$ cat src/rtl/fuse_lock_pkg.sv
// Shared constants and types for the fuse and lock readback block.
// Assumes a single 250 MHz core clock and an 8-bit CPU data path.
package fuse_lock_pkg;

  // Program-memory control register field positions
  localparam int CTRL_W = 5;
  localparam int CTRL_SELF_PROG_BIT = 0;
  localparam int CTRL_PAGE_ERASE_BIT = 1;
  localparam int CTRL_PAGE_WRITE_BIT = 2;
  localparam int CTRL_FUSE_READ_BIT = 3;
  localparam int CTRL_CLEAR_BUF_BIT = 4;

  // The only control codes that take effect when written, then the idle value
  localparam logic [4:0] CMD_BUF_CLEAR = 5'h11;
  localparam logic [4:0] CMD_READ_CFG = 5'h09;
  localparam logic [4:0] CMD_PAGE_WRITE = 5'h05;
  localparam logic [4:0] CMD_PAGE_ERASE = 5'h03;
  localparam logic [4:0] CMD_BUF_FILL = 5'h01;
  localparam logic [4:0] CTRL_IDLE = 5'h00;

  // Acceptance windows in cycles after the control write
  localparam logic [2:0] LOAD_WINDOW = 3'h3;
  localparam logic [2:0] STORE_WINDOW = 3'h4;

  // Pointer values that select a configuration byte on readback
  localparam logic [15:0] ADDR_LOW_FUSE = 16'h0000;
  localparam logic [15:0] ADDR_LOCK = 16'h0001;
  localparam logic [15:0] ADDR_HIGH_FUSE = 16'h0003;

  // Bit positions; zero means programmed throughout
  localparam int LOCK_LOW_BIT = 0;
  localparam int LOCK_HIGH_BIT = 1;
  localparam int SELF_PROG_FUSE_BIT = 0;
  localparam int SERIAL_PROG_FUSE_BIT = 5;
  localparam int DEBUG_LINK_BIT = 7;

  // Erased and default values
  localparam logic [7:0] UNPROG_BYTE = 8'hff;
  localparam logic [7:0] LOCK_UNUSED_ONES = 8'hfc;
  localparam logic [1:0] LOCK_ERASED = 2'h3;
  localparam logic [7:0] FUSE_EXT_DEFAULT = 8'hff;
  localparam logic [7:0] FUSE_HIGH_DEFAULT = 8'hdf;
  localparam logic [7:0] FUSE_LOW_DEFAULT = 8'h64;

  // Non-volatile write time, least figure, rounded up to cycles
  localparam real CLK_MHZ = 250.0;
  localparam real NV_WRITE_MIN_MS = 3.7;
  localparam real NV_WRITE_MAX_MS = 4.5;
  localparam int NV_WRITE_CYCLES = int'($ceil(NV_WRITE_MIN_MS * 1000.0 * CLK_MHZ));
  typedef logic [20:0] nv_cnt_t;

  typedef enum logic [1:0] {FUSE_SEL_LOW, FUSE_SEL_HIGH, FUSE_SEL_EXT} fuse_sel_t;
  typedef enum logic [1:0] {NV_IDLE, NV_ERASE, NV_WRITE, NV_LOCK} nv_op_t;

  // Lock bits can only move towards programmed (zero)
  function automatic logic [1:0] lock_program(input logic [1:0] old_bits,
                                              input logic [1:0] req_bits);
    lock_program = old_bits & req_bits;
  endfunction

endpackage

$ cat src/rtl/cmd_window.sv
// Countdown that keeps a control command open for a few cycles.
// Assumes start, close and len come from logic on core_clk.
`timescale 1ns/1ps
module cmd_window (
  input wire logic core_clk,
  input wire logic rst_n,
  input wire logic clk_en,
  input wire logic start,
  input wire logic [2:0] len,
  input wire logic close,
  output logic open,
  output logic expire
);
  typedef struct packed {
    logic [2:0] count; // Cycles left in the window
  } window_state_t;

  window_state_t cur;
  window_state_t next_cur;

  // Load on start, drop on close, otherwise count down
  always_comb begin
    next_cur = cur;
    if (start) begin
      next_cur.count = len;
    end else if (close) begin
      next_cur.count = 3'h0;
    end else if (cur.count != 3'h0) begin
      next_cur.count = cur.count - 3'h1;
    end
  end

  // Last open cycle passing with nothing taken
  assign open = cur.count != 3'h0;
  assign expire = (cur.count == 3'h1) && !start && !close;

  // Register the state
  always_ff @(posedge core_clk) begin
    if (!rst_n) begin
      cur <= '0;
    end else if (clk_en) begin
      cur <= next_cur;
    end
  end
endmodule

$ cat src/rtl/nv_config.sv
// Non-volatile fuse and lock cells plus the self-write timer.
// Assumes power_on_rst_n only pulses at power-up; core reset never reaches it.
`timescale 1ns/1ps
module nv_config #(
  parameter int WRITE_CYCLES = fuse_lock_pkg::NV_WRITE_CYCLES
) (
  input wire logic core_clk,
  input wire logic power_on_rst_n,
  input wire logic clk_en,
  input wire fuse_lock_pkg::nv_op_t start_op,
  input wire logic [1:0] lock_data,
  input wire logic prog_fuse_wr,
  input wire fuse_lock_pkg::fuse_sel_t prog_fuse_sel,
  input wire logic prog_serial,
  input wire logic [7:0] prog_data,
  input wire logic prog_lock_wr,
  input wire logic prog_chip_erase,
  output logic [7:0] lock_byte,
  output logic [7:0] fuse_low,
  output logic [7:0] fuse_high,
  output logic [7:0] fuse_ext,
  output logic busy,
  output logic done
);
  typedef struct packed {
    logic [1:0] lock; // Lock bits, zero is programmed
    logic [1:0] pend; // Lock value waiting for its write to finish
    logic [7:0] low;
    logic [7:0] high;
    logic [7:0] ext;
    fuse_lock_pkg::nv_op_t op; // Write in flight
    fuse_lock_pkg::nv_cnt_t count; // Cycles left of the write
  } nv_state_t;

  localparam nv_state_t NV_RESET = '{lock: fuse_lock_pkg::LOCK_ERASED,
                                     pend: fuse_lock_pkg::LOCK_ERASED,
                                     low: fuse_lock_pkg::FUSE_LOW_DEFAULT,
                                     high: fuse_lock_pkg::FUSE_HIGH_DEFAULT,
                                     ext: fuse_lock_pkg::FUSE_EXT_DEFAULT,
                                     op: fuse_lock_pkg::NV_IDLE,
                                     count: '0};

  nv_state_t cur;
  nv_state_t next_cur;

  // Timed self-write, then programming-party operations
  always_comb begin
    next_cur = cur;
    if (cur.op != fuse_lock_pkg::NV_IDLE) begin
      if (cur.count == fuse_lock_pkg::nv_cnt_t'(1)) begin
        if (cur.op == fuse_lock_pkg::NV_LOCK) begin
          next_cur.lock = fuse_lock_pkg::lock_program(cur.lock, cur.pend);
        end
        next_cur.op = fuse_lock_pkg::NV_IDLE;
        next_cur.count = '0;
      end else begin
        next_cur.count = cur.count - fuse_lock_pkg::nv_cnt_t'(1);
      end
    end else if (start_op != fuse_lock_pkg::NV_IDLE) begin
      next_cur.op = start_op;
      next_cur.count = fuse_lock_pkg::nv_cnt_t'(WRITE_CYCLES);
      next_cur.pend = lock_data;
    end
    // Erase only releases the lock bits; fuses are untouched
    if (prog_chip_erase) begin
      next_cur.lock = fuse_lock_pkg::LOCK_ERASED;
    end else if (prog_lock_wr) begin
      next_cur.lock = fuse_lock_pkg::lock_program(cur.lock, prog_data[1:0]);
    end
    // Any programmed low lock bit freezes every fuse byte
    if (prog_fuse_wr && cur.lock[fuse_lock_pkg::LOCK_LOW_BIT]) begin
      unique case (prog_fuse_sel)
        fuse_lock_pkg::FUSE_SEL_LOW: next_cur.low = prog_data;
        fuse_lock_pkg::FUSE_SEL_HIGH: begin
          next_cur.high = prog_data;
          if (prog_serial) begin
            // Serial path cannot lock itself out
            next_cur.high[fuse_lock_pkg::SERIAL_PROG_FUSE_BIT] =
              cur.high[fuse_lock_pkg::SERIAL_PROG_FUSE_BIT];
          end
        end
        fuse_lock_pkg::FUSE_SEL_EXT: next_cur.ext = prog_data;
        default: ;
      endcase
    end
  end

  // Unused lock positions read as unprogrammed
  assign lock_byte = fuse_lock_pkg::LOCK_UNUSED_ONES | {6'h00, cur.lock};
  assign fuse_low = cur.low;
  assign fuse_high = cur.high;
  assign fuse_ext = cur.ext;
  assign busy = cur.op != fuse_lock_pkg::NV_IDLE;
  assign done = busy && (cur.count == fuse_lock_pkg::nv_cnt_t'(1));

  // Only power-up clears this state, so a core reset lets a write finish
  always_ff @(posedge core_clk) begin
    if (!power_on_rst_n) begin
      cur <= NV_RESET;
    end else if (clk_en) begin
      cur <= next_cur;
    end
  end
endmodule

$ cat src/rtl/fuse_lock_readback_protect.sv
// Fuse and lock readback, protection decode and control register.
// Assumes the CPU pulses load_req/store_req for one cycle per instruction
// and presents the ordinary flash byte on flash_rdata in that cycle.
`timescale 1ns/1ps
module fuse_lock_readback_protect #(
  parameter int NV_WRITE_CYCLES = fuse_lock_pkg::NV_WRITE_CYCLES
) (
  input wire logic core_clk,
  input wire logic rst_n,
  input wire logic power_on_rst_n,
  input wire logic clk_en,
  input wire logic ctrl_wr,
  input wire logic [7:0] ctrl_wdata,
  output logic [7:0] ctrl_rdata,
  input wire logic load_req,
  input wire logic [15:0] load_addr,
  input wire logic [7:0] flash_rdata,
  output logic [7:0] load_data,
  output logic load_valid,
  output logic load_from_config,
  input wire logic store_req,
  input wire logic [7:0] store_data,
  output logic page_buffer_fill,
  output logic page_buffer_clear,
  output logic cpu_halt,
  input wire logic eeprom_write_busy,
  input wire logic prog_fuse_wr,
  input wire fuse_lock_pkg::fuse_sel_t prog_fuse_sel,
  input wire logic prog_serial,
  input wire logic [7:0] prog_data,
  input wire logic prog_lock_wr,
  input wire logic prog_chip_erase,
  output logic [7:0] lock_byte,
  output logic [7:0] fuse_low,
  output logic [7:0] fuse_high,
  output logic [7:0] fuse_ext,
  output logic flash_prog_allow,
  output logic flash_verify_allow,
  output logic fuse_change_allow,
  output logic clock_keep_in_sleep,
  output logic self_program_allowed
);
  typedef struct packed {
    logic [4:0] ctrl; // Program-memory control register
    logic [7:0] load_data; // Byte returned to the destination register
    logic load_valid;
    logic load_cfg; // Returned byte came from configuration
    logic fill; // Page buffer word store pulse
    logic clr; // Page buffer clear pulse
  } main_state_t;

  main_state_t cur;
  main_state_t next_cur;

  logic win_open; // Command window still accepting
  logic win_expire; // Window ends this edge unused
  logic win_start;
  logic win_close;
  logic [2:0] win_len;
  logic nv_busy;
  logic nv_done;
  fuse_lock_pkg::nv_op_t nv_start;
  logic cmd_valid;
  logic ctrl_accept;
  logic read_armed;
  logic finish;

  // Write command window for the control register
  cmd_window cmd_window_inst (
    .core_clk(core_clk),
    .rst_n(rst_n),
    .clk_en(clk_en),
    .start(win_start),
    .len(win_len),
    .close(win_close),
    .open(win_open),
    .expire(win_expire)
  );

  // Fuse and lock cells with the write timer
  nv_config #(
    .WRITE_CYCLES(NV_WRITE_CYCLES)
  ) nv_config_inst (
    .core_clk(core_clk),
    .power_on_rst_n(power_on_rst_n),
    .clk_en(clk_en),
    .start_op(nv_start),
    .lock_data(store_data[1:0]),
    .prog_fuse_wr(prog_fuse_wr),
    .prog_fuse_sel(prog_fuse_sel),
    .prog_serial(prog_serial),
    .prog_data(prog_data),
    .prog_lock_wr(prog_lock_wr),
    .prog_chip_erase(prog_chip_erase),
    .lock_byte(lock_byte),
    .fuse_low(fuse_low),
    .fuse_high(fuse_high),
    .fuse_ext(fuse_ext),
    .busy(nv_busy),
    .done(nv_done)
  );

  // Only five codes take effect; anything else is dropped silently
  always_comb begin
    unique case (ctrl_wdata[4:0])
      fuse_lock_pkg::CMD_BUF_CLEAR,
      fuse_lock_pkg::CMD_READ_CFG,
      fuse_lock_pkg::CMD_PAGE_WRITE,
      fuse_lock_pkg::CMD_PAGE_ERASE,
      fuse_lock_pkg::CMD_BUF_FILL: cmd_valid = 1'b1;
      default: cmd_valid = 1'b0;
    endcase
  end

  // EEPROM writes and self-writes lock out control writes
  assign ctrl_accept = ctrl_wr && cmd_valid && !eeprom_write_busy && !nv_busy;
  assign win_start = ctrl_accept;
  // Readback window is the shorter load window
  assign win_len = (ctrl_wdata[4:0] == fuse_lock_pkg::CMD_READ_CFG) ?
                   fuse_lock_pkg::LOAD_WINDOW : fuse_lock_pkg::STORE_WINDOW;
  assign read_armed = win_open && (cur.ctrl == fuse_lock_pkg::CMD_READ_CFG);

  // Instruction handling and auto-clear of the control flags
  always_comb begin
    next_cur = cur;
    next_cur.load_valid = 1'b0;
    next_cur.load_cfg = 1'b0;
    next_cur.fill = 1'b0;
    next_cur.clr = 1'b0;
    nv_start = fuse_lock_pkg::NV_IDLE;
    win_close = 1'b0;
    finish = 1'b0;
    if (load_req) begin
      next_cur.load_valid = 1'b1;
      // EEPROM busy degrades the load to a normal flash read
      if (read_armed && !eeprom_write_busy) begin
        next_cur.load_cfg = 1'b1;
        finish = 1'b1;
        // Stored bits are already zero for programmed cells
        unique case (load_addr)
          fuse_lock_pkg::ADDR_LOCK: next_cur.load_data = lock_byte;
          fuse_lock_pkg::ADDR_LOW_FUSE: next_cur.load_data = fuse_low;
          fuse_lock_pkg::ADDR_HIGH_FUSE: next_cur.load_data = fuse_high;
          default: next_cur.load_data = fuse_lock_pkg::UNPROG_BYTE;
        endcase
      end else begin
        next_cur.load_data = flash_rdata;
      end
    end
    // Stores need the self-program fuse and a quiet EEPROM
    if (store_req && win_open && self_program_allowed && !eeprom_write_busy) begin
      unique case (cur.ctrl)
        fuse_lock_pkg::CMD_PAGE_ERASE: begin
          nv_start = fuse_lock_pkg::NV_ERASE;
          win_close = 1'b1;
        end
        fuse_lock_pkg::CMD_PAGE_WRITE: begin
          nv_start = fuse_lock_pkg::NV_WRITE;
          win_close = 1'b1;
        end
        fuse_lock_pkg::CMD_READ_CFG: begin
          nv_start = fuse_lock_pkg::NV_LOCK;
          win_close = 1'b1;
        end
        fuse_lock_pkg::CMD_BUF_FILL: begin
          next_cur.fill = 1'b1;
          finish = 1'b1;
        end
        fuse_lock_pkg::CMD_BUF_CLEAR: begin
          next_cur.clr = 1'b1;
          finish = 1'b1;
        end
        default: ;
      endcase
    end
    if (finish) begin
      win_close = 1'b1;
    end
    // Flags stay up through a self-write and drop when it ends
    if (finish || win_expire || nv_done) begin
      next_cur.ctrl = fuse_lock_pkg::CTRL_IDLE;
    end
    // A new command wins over any clear in the same cycle
    if (ctrl_accept) begin
      next_cur.ctrl = ctrl_wdata[4:0];
    end
  end

  // Control state follows the core reset
  always_ff @(posedge core_clk) begin
    if (!rst_n) begin
      cur <= '0;
    end else if (clk_en) begin
      cur <= next_cur;
    end
  end

  // Register read and instruction results
  assign ctrl_rdata = {3'h0, cur.ctrl};
  assign load_data = cur.load_data;
  assign load_valid = cur.load_valid;
  assign load_from_config = cur.load_cfg;
  assign page_buffer_fill = cur.fill;
  assign page_buffer_clear = cur.clr;
  assign cpu_halt = nv_busy;

  // Protection decode; both lock bits high means no protection at all
  assign flash_prog_allow = lock_byte[fuse_lock_pkg::LOCK_LOW_BIT];
  assign flash_verify_allow = lock_byte[fuse_lock_pkg::LOCK_LOW_BIT] ||
                              lock_byte[fuse_lock_pkg::LOCK_HIGH_BIT];
  assign fuse_change_allow = lock_byte[fuse_lock_pkg::LOCK_LOW_BIT];
  // Costs sleep current; debug needs the clock alive
  assign clock_keep_in_sleep = !fuse_high[fuse_lock_pkg::DEBUG_LINK_BIT];
  assign self_program_allowed = !fuse_ext[fuse_lock_pkg::SELF_PROG_FUSE_BIT];

  logic cfg_take;
  assign cfg_take = clk_en && load_req && read_armed && !eeprom_write_busy;
endmodule

$ cat config.mk
export PLATFORM = sky130hd
export DESIGN_NAME = fuse_lock_readback_protect
export DESIGN_NICKNAME = d
export VERILOG_FILES = /design/src/rtl/fuse_lock_pkg.sv /design/src/rtl/cmd_window.sv /design/src/rtl/nv_config.sv /design/src/rtl/fuse_lock_readback_protect.sv
export SDC_FILE = /design/constraint.sdc
export NUM_CORES = 1
export LEC_CHECK = 0
export BUFFER_PORTS_ARGS = -buffer_cell sky130_fd_sc_hd__buf_4
export CORE_AREA = 5 5 93 95
export CTS_BUF_LIST = sky130_fd_sc_hd__clkbuf_16
export DETAILED_ROUTE_END_ITERATION = 10
export DIE_AREA = 0 0 98 100
export PLACE_DENSITY_LB_ADDON = 0.1
export SYNTH_ARGS = -nofsm -noshare
export SYNTH_HDL_FRONTEND = slang
export SYNTH_SLANG_ARGS = --single-unit
$ cat constraint.sdc
create_clock -name core_clk -period 3.29 [get_ports core_clk]
set_clock_uncertainty 0.2 [all_clocks]
set_input_delay 0.329 -clock core_clk [delete_from_list [all_inputs] [get_ports core_clk]]
set_output_delay 0.329 -clock core_clk [all_outputs]
set_load 0.1 [all_outputs]
# == After elaboration in Yosys (flattened, before gate mapping) ==
# Index checks and enable logic that the tools add are counted.
# totals
ff_bits,71
latch_bits,0
mem_bits_rw,0
mem_bits_ro,0
wordCells,116
memories,0
# classes
n_addsub,2
multipliers,0
div,0
magnitude_cmp,0
eq_ne,18
shift,0
mux,31
bitwise,4
reduce_logical,46
# ops
op,count
$mux 23,2
$pmux 8 s3,1
$eq 21x1->1 const B,1
$mux 21,1
$sub 21x1->21 const B,1
$mux 2,9
$eq 16x1->1 const B,1
$eq 16x2->1 const B,1
$logic_not 16->1,1
$reduce_and 3->1,5
$reduce_bool 3->1,5
$logic_and 1x1->1,12
$mux 3,4
$eq 5x1->1 const B,2
$eq 5x2->1 const B,2
$eq 5x3->1 const B,2
$eq 5x4->1 const B,2
$eq 5x5->1 const B,2
$mux 1,10
$mux 5,2
$mux 8,1
$reduce_and 2->1,4
$reduce_and 4->1,2
$reduce_bool 2->1,4
14 further kinds,24

# == Depth between registers and ports, before layout ==
# Gate-level depths: netlist of run 1.
# depth
word_depth,14
mapped_depth,8

# == Hierarchy ==
# A second synthesis of run 1 with hierarchy kept.
# hier_totals
cells_unflattened,501
hier_area_um2,4236.6
# modules_own_cells
module,n_inst,cells_per_inst,area_per_inst_um2
nv_config,1,317,2707.6
fuse_lock_readback_protect,1,156,1318.8
cmd_window,1,28,210.2

# == Least setup slack after synthesis of run 1 ==
# Ideal clock, no wire load.
# synth_timing
kind,reg2reg
startpoint,reg cur (netlist bit ctrl_rdata[0])
endpoint,reg cur (netlist bit ctrl_rdata[0])
setup_time_ns,0.060
t_arrival_ns,2.763
t_required_ns,3.030
setup_slack_ns,0.267
stages_incl_launch_ff,6
cell_sequence,dfxtp_1 -> nor2b_1 -> nand3_1 -> o311a_1 -> a2111oi_1 -> a21bo_2
# synth_via
elab_chain_cells,14
# synth_lines
element,line_no,source
start: declaration,fuse_lock_readback_protect.sv:52,main_state_t cur;
start signal: assignment,fuse_lock_readback_protect.sv:194,cur <= next_cur;
$eq 5x4->1,"fuse_lock_readback_protect.sv:121, fuse_lock_readback_protect.sv:152",
$logic_and 1x1->1,fuse_lock_readback_protect.sv:121,assign read_armed = win_open && (cur.ctrl == fuse_lock_pkg::CMD_READ_CFG);
$logic_and 1x1->1,fuse_lock_readback_protect.sv:136,if (read_armed && !eeprom_write_busy) begin
$mux 1,fuse_lock_readback_protect.sv:136,
$mux 1,fuse_lock_readback_protect.sv:133,if (load_req) begin
$mux 1,fuse_lock_readback_protect.sv:152,unique case (cur.ctrl)
$mux 1,fuse_lock_readback_protect.sv:151,if (store_req && win_open && self_program_allowed && !eeprom_write_busy) begin
$mux 1,fuse_lock_readback_protect.sv:176,if (finish) begin
$logic_not 1->1,cmd_window.sv:35,assign expire = (cur.count == 3'h1) && !start && !close;
$logic_and 1x1->1,cmd_window.sv:35,
$logic_or 1x1->1 * (2 in a row),fuse_lock_readback_protect.sv:180,if (finish || win_expire || nv_done) begin
$reduce_bool 2->1 (no line) *,n/a,
$reduce_and 2->1 (no line) *,n/a,
# Mark *: on every way between the ends. The rest lies on a longest branch, timed or not.
# A chain may end at the register's enable or synchronous reset.

# == Worst setup path after layout of run 1 ==
# layout_timing
startpoint,reg nv_config_inst.cur[0] in the netlist's numbering
endpoint,reg nv_config_inst.cur[20] in the netlist's numbering
# layout_via
elab_chain_cells,3
# layout_lines
element,line_no,source
start: declaration,nv_config.sv:43,nv_state_t cur;
start signal: assignment,nv_config.sv:101,cur <= next_cur;
$sub 21x1->21 / $eq 21x1->1 (equally long branches),"nv_config.sv:57, nv_config.sv:50",
$mux 21 *,nv_config.sv:50,if (cur.count == fuse_lock_pkg::nv_cnt_t'(1)) begin
$mux 23 *,nv_config.sv:49,if (cur.op != fuse_lock_pkg::NV_IDLE) begin
# Marked as above.

==> metrics, run 1 <==
Pins Over Slew Limit=0; Leak Pwr=2.02 nW; number of violations reported at the end of detailed-routing iteration 0=174; Yosys warning count=0; Setup Viol. Count Final=0; standard cell core area=7650 um2; final std cells w/o fill=651; top library cells by usage in the layout, fill and taps aside=108 x buf_4, 71 x dfxtp_1, 64 x nand2_1; VDD IR max=0.000303 V; clk buf depth=2; Post-DP Area=4480 um2; total global routing overflow=0; Max Clk Rate=342 MHz; post-synthesis sequential element count=71; buffers inserted by post-CTS timing repair=0; instance count after placement with tap cells included=635; top-level I/O count=120; mean instance size in the synthesized netlist=8.13 um2; Worst Path Class, Setup=register to register; ratio of cells with drive above 1 in the final layout=25.1%; drt pass-1 iters=4; routed len/inst=15.7 um; wire length of the first global-routing pass=16700 um; clock latency at the later pin of the worst-skew pair=0.33 ns; worst relative slew slack=47.0%; Total Negative Setup Slacks=0 ns; crit share post-route=88.8%; Final Hold Fails=0; total global routing track utilization=20.9%; minimum hold slack=0.0255 ns; via count of the first global-routing pass=3408; RSZ-0062 raised after global routing=false; num rows=32; cell area after synthesis=3870 um2; EDFF count, synth=0; # DRC=0; most frequent standard cell in the layout excluding fill and tap cells=buf_4; class of the most critical hold timing path=input pin to register; area of all placed cells without fillers=4770 um2; count of filler cells inserted in the layout=683; largest incremental delay on the critical path=0.57 ns; Tightest Pin Transition=0.784 ns; pin count of the biggest net entering global routing=32; min setup slack post-route=0.369 ns; share of synthesized area occupied by flip-flops and latches=36.7%; crit-path cells=inv_1 > ha_1 > or3b_2 > or4_1 > or4_1 > or4_1 > nand3_1; Area growth syn-to-layout=23.3%; number of antenna violations at the first check in global routing=0; hold bufs inserted after CTS=0; status=complete, no violations; Net count, final=611; slowest cell on the critical path=or4_1; top fanout value on the critical path=8; Final ANT Viol Nets=0; Final Critical Period=2.92 ns; Chip Width=98 um; Resized Gates After CTS=0; clock root buffer=clkbuf_16; post-detailed-routing wire length=10200 um; CTS clk-pin slew, worst paths=0.06 ns; Initial Utilization=50.6%; worst setup slack before clock tree synthesis=0.405 ns; dominant synthesized flop cell=dfxtp_1; cell family with most CP delay=simple AND/OR/NAND/NOR gates; fraction of registers with async set or reset after synthesis=0%; die footprint=9800 um2; gp weighted congestion=0.862; number of max-cap violations=0; CTS sink cnt=71; clock buffers created by TritonCTS=9; required time at the worst-slack endpoint=3.36 ns; sum of net half-perimeters after detailed placement=7600 um; Cell variety after synth=62; Data arrival, critical path=2.99 ns; Worst path most repeated cell=or4_1; startpoint type of the worst setup path=register; diode insertion count for antenna repair=0; area of all sequential standard cells=1420 um2; routed via count=3656; overall die height=100 um; footprint of the multi-input gates=2070 um2; endpoint type of the worst setup path=register; number of buffers and inverters on the critical path=1; TritonCTS clock tree=yes; maximum level of the CTS H-tree=3; number of I/O port buffers=101; power density relative to cell area=476 nW/um2; Avg Vias per Cell=5.62; number of instances in the synthesized netlist=476
-- registers in the layout (all words and copies together) (netlist names) --
signal and flops:
page_buffer_fill 1, nv_config_inst.fuse_ext 8, cmd_window_inst.cur 3, load_valid 1, page_buffer_clear 1, nv_config_inst.lock_byte 2, nv_config_inst.cur 25, load_data 8
nv_config_inst.fuse_low 8, load_from_config 1, ctrl_rdata 5, nv_config_inst.fuse_high 8
-- through the flow --
stage / total power (W) / util (%)
after global routing: 0.00236 / 62.4
after CTS: 0.00229 / 62.4
after global placement: 0.00134 / 58.6
after floorplan: 0.00124 / -
after detailed placement: 0.00134 / 58.6
final: 0.00227 / 62.4
-- cell families after synthesis --
| kind of cell | Yosys count | share of synthesized area [%] |
|---|---|---|
| AND/OR/NAND/NOR | 194 | 24.9 |
| AO/OA/AOI/OAI | 106 | 19.4 |
| buffers and inverters | 72 | 10.5 |
| flip-flops | 71 | 36.7 |
| multiplexers | 19 | 4.98 |
| adder cells (fa/ha/maj) | 7 | 2.13 |
| XOR/XNOR | 5 | 1.13 |
| other | 2 | 0.194 |
-- synth_stat cells, drive strengths merged, types with 9 or more instances --
library cell | n | share of area (%)
dfxtp | 71 | 37
nand2 | 64 | 6.2
buf | 40 | 7.4
nor2 | 31 | 3.0
nand3 | 26 | 3.4
a21oi | 25 | 3.2
clkbuf | 18 | 1.7
mux2i | 17 | 4.4
nor3 | 17 | 2.2
o21ai | 16 | 2.1
inv | 13 | 1.3
or4 | 9 | 1.8
-- routing by layer --
layer  global-route usage (%)  vias up  wire [um]
met1                     26.4     1706       4500
met5                        0        -          0
li1                         -     1816          -
met2                     34.5      123       4890
met4                     6.50        0        126
met3                     5.98       11        724
-- power by group --
part           leakage [nW]  switching [W]  internal [W]
sequential            0.576      0.0000211      0.000885
combinational          1.29       0.000286      0.000131
clock                 0.148       0.000366      0.000581
total                  2.02       0.000673       0.00160
-- tightest hold or removal path: stages --
cell and delay [ns]:
buf_4 0.08, nand2_1 0.04, nand3_1 0.07
-- final timing paths --
kind                         start                      to  slack (ns)  depth (start not counted)
max          nv_config_inst.cur[0]  nv_config_inst.cur[20]        0.37                          7
min reg2reg           load_data[7]            load_data[7]        0.23                          2
min                  store_data[0]  nv_config_inst.cur[47]        0.03                          3
max reg2reg  nv_config_inst.cur[0]  nv_config_inst.cur[20]        0.37                          7
-- cell type report --
class / instances / area share, %
Inverter: 14 / 1.10
Tap cell: 102 / 2.68
Timing Repair Buffer: 108 / 17.0
Multi-Input combinational cell: 340 / 43.4
Clock buffer: 9 / 4.72
Clock inverter: 7 / 1.36
Sequential cell: 71 / 29.8
Power figures use the tool's default switching activity.
==> run 2, diff against run 1 <==
==> constraint.sdc (replaced) <==
create_clock -name core_clk -period 3.29 [get_ports core_clk]
set_clock_uncertainty 0.2 [all_clocks]
set_input_delay 0.4935 -clock core_clk [delete_from_list [all_inputs] [get_ports core_clk]]
set_output_delay 0.4935 -clock core_clk [all_outputs]
set_load 0.1 [all_outputs]
==> run 2 against run 1 <==
Combinational power about the same. Utilization increased by 0.72 points. Via count is 1.6% higher. Final cell count is 0.46% higher. Hold slack improved by 0.16 ns. Global-route usage fell by 0.087 points. Largest cell class unchanged.
==> metrics, run 2 (synthesized netlist as in run 1, its figures left out) <==
register with the most flip-flops=nv_config_inst.cur; sum of net half-perimeters after detailed placement=7700 um (+1.2%); maximum level of the CTS H-tree=3 (unchanged); cell family with most CP delay=simple AND/OR/NAND/NOR gates; clock latency at the later pin of the worst-skew pair=0.33 ns (about the same); most frequent standard cell in the layout excluding fill and tap cells=buf_4; post-detailed-routing wire length=10200 um (-0.23%); top fanout value on the critical path=8 (unchanged); max FFs per register=25 (unchanged); minimum hold slack=0.184 ns (+0.159 ns); CTS sink cnt=71 (unchanged); Leak Pwr=2.04 nW (+1.1%); Avg Vias per Cell=5.68 (+1.2%); standard cell core area=7650 um2 (unchanged); startpoint type of the worst setup path=register; crit share post-route=89.5% (+0.71 points); gp weighted congestion=0.838 (-2.8%); clock buffers created by TritonCTS=9 (unchanged); Setup Viol. Count Final=0 (unchanged); TritonCTS clock tree=yes; status=complete, no violations; die footprint=9800 um2 (unchanged); Final Critical Period=2.94 ns (+0.0233 ns); Initial Utilization=50.6% (unchanged); number of max-cap violations=0 (unchanged); required time at the worst-slack endpoint=3.36 ns (about the same); Final ANT Viol Nets=0 (unchanged); top-level I/O count=120 (unchanged); total global routing track utilization=20.8% (-0.087 points); # DRC=0 (unchanged); routed len/inst=15.6 um (-0.69%); number of violations reported at the end of detailed-routing iteration 0=187 (+7.5%); Area growth syn-to-layout=24.7%; worst relative slew slack=49.9% (+2.9 points); Data arrival, critical path=3.01 ns (+0.02 ns); Tightest Pin Transition=0.741 ns (-0.0426 ns); most heavily used metal layer in global routing=met2; Worst Path Class, Setup=register to register; number of I/O port buffers=101 (unchanged); routed via count=3716 (+1.6%); slowest cell on the critical path=or4_1; endpoint type of the worst setup path=register; Pins Over Slew Limit=0 (unchanged); met1 routing resource usage after global routing=26.0% (-0.42 points); worst setup slack before clock tree synthesis=0.373 ns (-0.0316 ns); hold bufs inserted after CTS=0 (unchanged); clock root buffer=clkbuf_16; largest incremental delay on the critical path=0.57 ns (about the same); class of the most critical hold timing path=input pin to register; met3 usage=5.63% (-0.35 points); Max Clk Rate=340 MHz (-0.79%); ratio of cells with drive above 1 in the final layout=25.7% (+0.59 points); via count of the first global-routing pass=3459 (+1.5%); pin count of the biggest net entering global routing=32 (unchanged); CTS clk-pin slew, worst paths=0.06 ns (about the same); overall die height=100 um (unchanged); RSZ-0062 raised after global routing=false; power density relative to cell area=489 nW/um2 (+2.8%); total global routing overflow=0 (unchanged); VDD IR max=0.000290 V (-4.1%); number of buffers and inverters on the critical path=1 (unchanged); min setup slack post-route=0.346 ns (-0.0233 ns); Chip Width=98 um (unchanged); Net count, final=614 (+0.49%); wire length of the first global-routing pass=16800 um (+0.41%); buffers inserted by post-CTS timing repair=0 (unchanged); clk buf depth=2 (unchanged); crit-path cells=inv_1 > ha_1 > or3b_2 > or4_1 > or4_1 > or4_1 > nand3_1; Total Negative Setup Slacks=0 ns (unchanged); top library cells by usage in the layout, fill and taps aside=111 x buf_4, 71 x dfxtp_1, 64 x nand2_1; drt pass-1 iters=4 (unchanged); post-layout utilization of the core=63.1% (+0.72 points); Worst path most repeated cell=or4_1; num rows=32 (unchanged); Resized Gates After CTS=0 (unchanged); diode insertion count for antenna repair=0 (unchanged); fraction of met2 tracks used by global routing=34.6% (+0.10 points); Final Hold Fails=0 (unchanged); number of antenna violations at the first check in global routing=0 (unchanged)
==> run 2: worst reg2reg max path, stage by stage (launching register included) <==
cell and delay [ns]:
dfxtp_1 0.35, inv_1 0.10, ha_1 0.19, or3b_2 0.50, or4_1 0.57, or4_1 0.46
or4_1 0.41, nand3_1 0.10
==> run 2: metrics by stage <==
stage	total power, W	instance area (um2)	cells
3_3_place_gp	0.00134	4500	638
5_1_grt	0.00245	4830	654
6_report	0.00236	4830	654
2_1_floorplan	0.00124	3900	483
4_1_cts	0.00238	4830	654
3_5_place_dp	0.00134	4500	638
==> run 2: final cells by class <==
type | instances | area, um2
Clock buffer | 9 | 225
Inverter | 14 | 52.6
Tap cell | 102 | 128
Multi-Input combinational cell | 340 | 2070
Fill cell | 642 | 2820
Timing Repair Buffer | 111 | 833
Sequential cell | 71 | 1420
Clock inverter | 7 | 97.6
==> run 2: routing by layer <==
layer,up-vias,part of all wire (%)
met5,-,0
met3,13,7.7
met4,0,1.8
li1,1827,-
met1,1736,43
met2,140,48
==> run 2: where the power goes <==
part / switching [W] / internal (W) / total, W
Combinational: 0.000288 / 0.000130 / 0.000418
Clock: 0.000371 / 0.000666 / 0.00104
Sequential: 0.0000203 / 0.000885 / 0.000905
Total: 0.000679 / 0.00168 / 0.00236
==> run 2: path summary, 6_finish.rpt <==
check	cells after the start	from	slack, ns	to
min reg2reg	2	load_data[3]	0.24	load_data[3]
min	3	store_data[0]	0.18	nv_config_inst.cur[47]
max	7	nv_config_inst.cur[0]	0.35	nv_config_inst.cur[20]
max reg2reg	7	nv_config_inst.cur[0]	0.35	nv_config_inst.cur[20]
==> run 3, diff against run 2 <==
GPL_TIMING_DRIVEN = 0   (was not set)
==> run 3 against run 2 <==
Critical path type unchanged. Design area is 5.9% higher. Clock power barely moved. Critical path depth up 1. Critical endpoint unchanged. Worst setup slack got worse by 0.034 ns. Utilization increased by 3.7 points. First-iteration DRC count is 29% lower. Sequential power about the same. Combinational power rose by 6.2%. Power up 1.7%.
==> metrics, run 3 (synthesized netlist as in run 1, its figures left out) <==
status=complete, no violations; footprint of the multi-input gates=2070 um2 (+0.24%); ratio of cells with drive above 1 in the final layout=28.3% (+2.6 points); drt pass-1 iters=5 (+1); most frequent standard cell in the layout excluding fill and tap cells=buf_4; clock latency at the later pin of the worst-skew pair=0.33 ns (about the same); buffers inserted by post-CTS timing repair=0 (unchanged); routed via count=3896 (+4.8%); RSZ-0062 raised after global routing=false; power density relative to cell area=470 nW/um2 (-3.9%); total global routing track utilization=22.1% (+1.3 points); die footprint=9800 um2 (unchanged); crit-path cells=inv_1 > ha_1 > or3b_2 > or4_1 > buf_2 > or4_1 > or4_1 > nand3_1; wire length of the first global-routing pass=17800 um (+6.5%); top fanout value on the critical path=8 (unchanged); routed len/inst=15.8 um (+1.2%); Final Hold Fails=0 (unchanged); top library cells by usage in the layout, fill and taps aside=137 x buf_4, 71 x dfxtp_1, 64 x nand2_1; switching share of power=29.3% (+0.49 points); Net count, final=662 (+7.8%); Data arrival, critical path=3.05 ns (+0.04 ns); class of the most critical hold timing path=input pin to register; clock group share of total power=43.8% (about the same); largest incremental delay on the critical path=0.51 ns (-0.06 ns); minimum hold slack=0.181 ns (-0.00364 ns); startpoint type of the worst setup path=register; share of power burned in combinational logic=18.5% (+0.8 points); # DRC=0 (unchanged); clock buffers created by TritonCTS=9 (unchanged); count of filler cells inserted in the layout=658 (+2.5%); total global routing overflow=0 (unchanged); Cell Int Power=0.00170 W (+1.0%); gp weighted congestion=0.918 (+9.5%); standard cell core area=7650 um2 (unchanged); Total Negative Setup Slacks=0 ns (unchanged); CTS sink cnt=71 (unchanged); Resized Gates After CTS=0 (unchanged); worst setup slack before clock tree synthesis=0.221 ns (-0.152 ns); VDD IR max=0.000315 V (+8.4%); TritonCTS clock tree=yes; required time at the worst-slack endpoint=3.36 ns (about the same); number of I/O port buffers=101 (unchanged); Leak Pwr=2.18 nW (+7.1%); min setup slack post-route=0.313 ns (-0.0336 ns); overall power after layout=0.00240 W (+1.7%); num rows=32 (unchanged); CTS clk-pin slew, worst paths=0.06 ns (about the same); endpoint type of the worst setup path=register; via count of the first global-routing pass=3795 (+9.7%); diode insertion count for antenna repair=0 (unchanged); Final Critical Period=2.98 ns (+0.0336 ns); Avg Vias per Cell=5.55 (-2.3%); Tightest Pin Transition=1.00 ns (+0.259 ns); clock root buffer=clkbuf_16; Pins Over Slew Limit=0 (unchanged); number of max-cap violations=0 (unchanged); sum of net half-perimeters after detailed placement=8300 um (+7.9%); crit share post-route=90.5% (+1.0 points); number of violations reported at the end of detailed-routing iteration 0=133 (-29%); hold bufs inserted after CTS=0 (unchanged); area of all sequential standard cells=1420 um2 (unchanged); pin count of the biggest net entering global routing=14 (-56%); sequential fraction of design power=37.7% (-0.7 points); post-detailed-routing wire length=11100 um (+8.6%); Setup Viol. Count Final=0 (unchanged); overall die height=100 um (unchanged); Max Clk Rate=336 MHz (-1.1%); slowest cell on the critical path=or3b_2; maximum level of the CTS H-tree=3 (unchanged); Worst Path Class, Setup=register to register; top-level I/O count=120 (unchanged); worst relative slew slack=33.1% (-17 points); Area growth syn-to-layout=32.0%; Initial Utilization=50.6% (unchanged); clk buf depth=2 (unchanged); Chip Width=98 um (unchanged); Final ANT Viol Nets=0 (unchanged); Worst path most repeated cell=or4_1; post-layout utilization of the core=66.8% (+3.7 points); P_sw=0.000702 W (+3.5%); register with the most flip-flops=nv_config_inst.cur; number of antenna violations at the first check in global routing=0 (unchanged); max FFs per register=25 (unchanged)
[run 3: worst max-delay path: cells and delay by family, from the launching register on]
kind / cells / cell delay (ns)
DFF: 1 / 0.35
buffers and inverters: 2 / 0.28
adders and majority gates: 1 / 0.22
and+or+nand+nor: 5 / 1.88
[run 3: worst paths after layout]
| check | from | cells after the start | slack, ns | to |
|---|---|---|---|---|
| worst min register to register | load_data[7] | 2 | 0.24 | load_data[7] |
| worst max-delay path | nv_config_inst.cur[0] | 8 | 0.31 | nv_config_inst.cur[20] |
| worst max register to register | nv_config_inst.cur[0] | 8 | 0.31 | nv_config_inst.cur[20] |
| worst min-delay path | store_data[0] | 3 | 0.18 | nv_config_inst.cur[47] |
[run 3: metrics by stage]
step,area [um2],cells
2_1_floorplan,3900,483
3_3_place_gp,4780,686
3_5_place_dp,4780,686
4_1_cts,5100,702
5_1_grt,5110,702
6_report,5110,702
[run 3: layout make-up]
type                            instances  share of cell area (%)
Clock buffer                            9                    4.41
Multi-Input combinational cell        340                    40.6
Timing Repair Buffer                  101                    14.8
Tap cell                              102                    2.50
Inverter                               14                    1.03
Clock inverter                          7                    1.91
Buffer                                 58                    6.93
Sequential cell                        71                    27.8
[run 3: power groups by stage]
stage	logic, W	registers [W]	clock network, W
3_3_place_gp	0.000436	0.000921	0
5_1_grt	0.000468	0.000907	0.00110
3_5_place_dp	0.000440	0.000923	0
4_1_cts	0.000443	0.000904	0.00106
6_report	0.000444	0.000904	0.00105
2_1_floorplan	0.000268	0.000971	0
[run 3: per-layer routing]
metal	vias to the layer above	part of all wire, %	wire length, um	GRT usage [%]
met3	15	8.0	892	4.73
li1	1921	-	-	-
met5	-	0	0	0
met2	155	48	5360	38.2
met1	1805	42	4680	27.5
met4	0	1.5	164	6.92
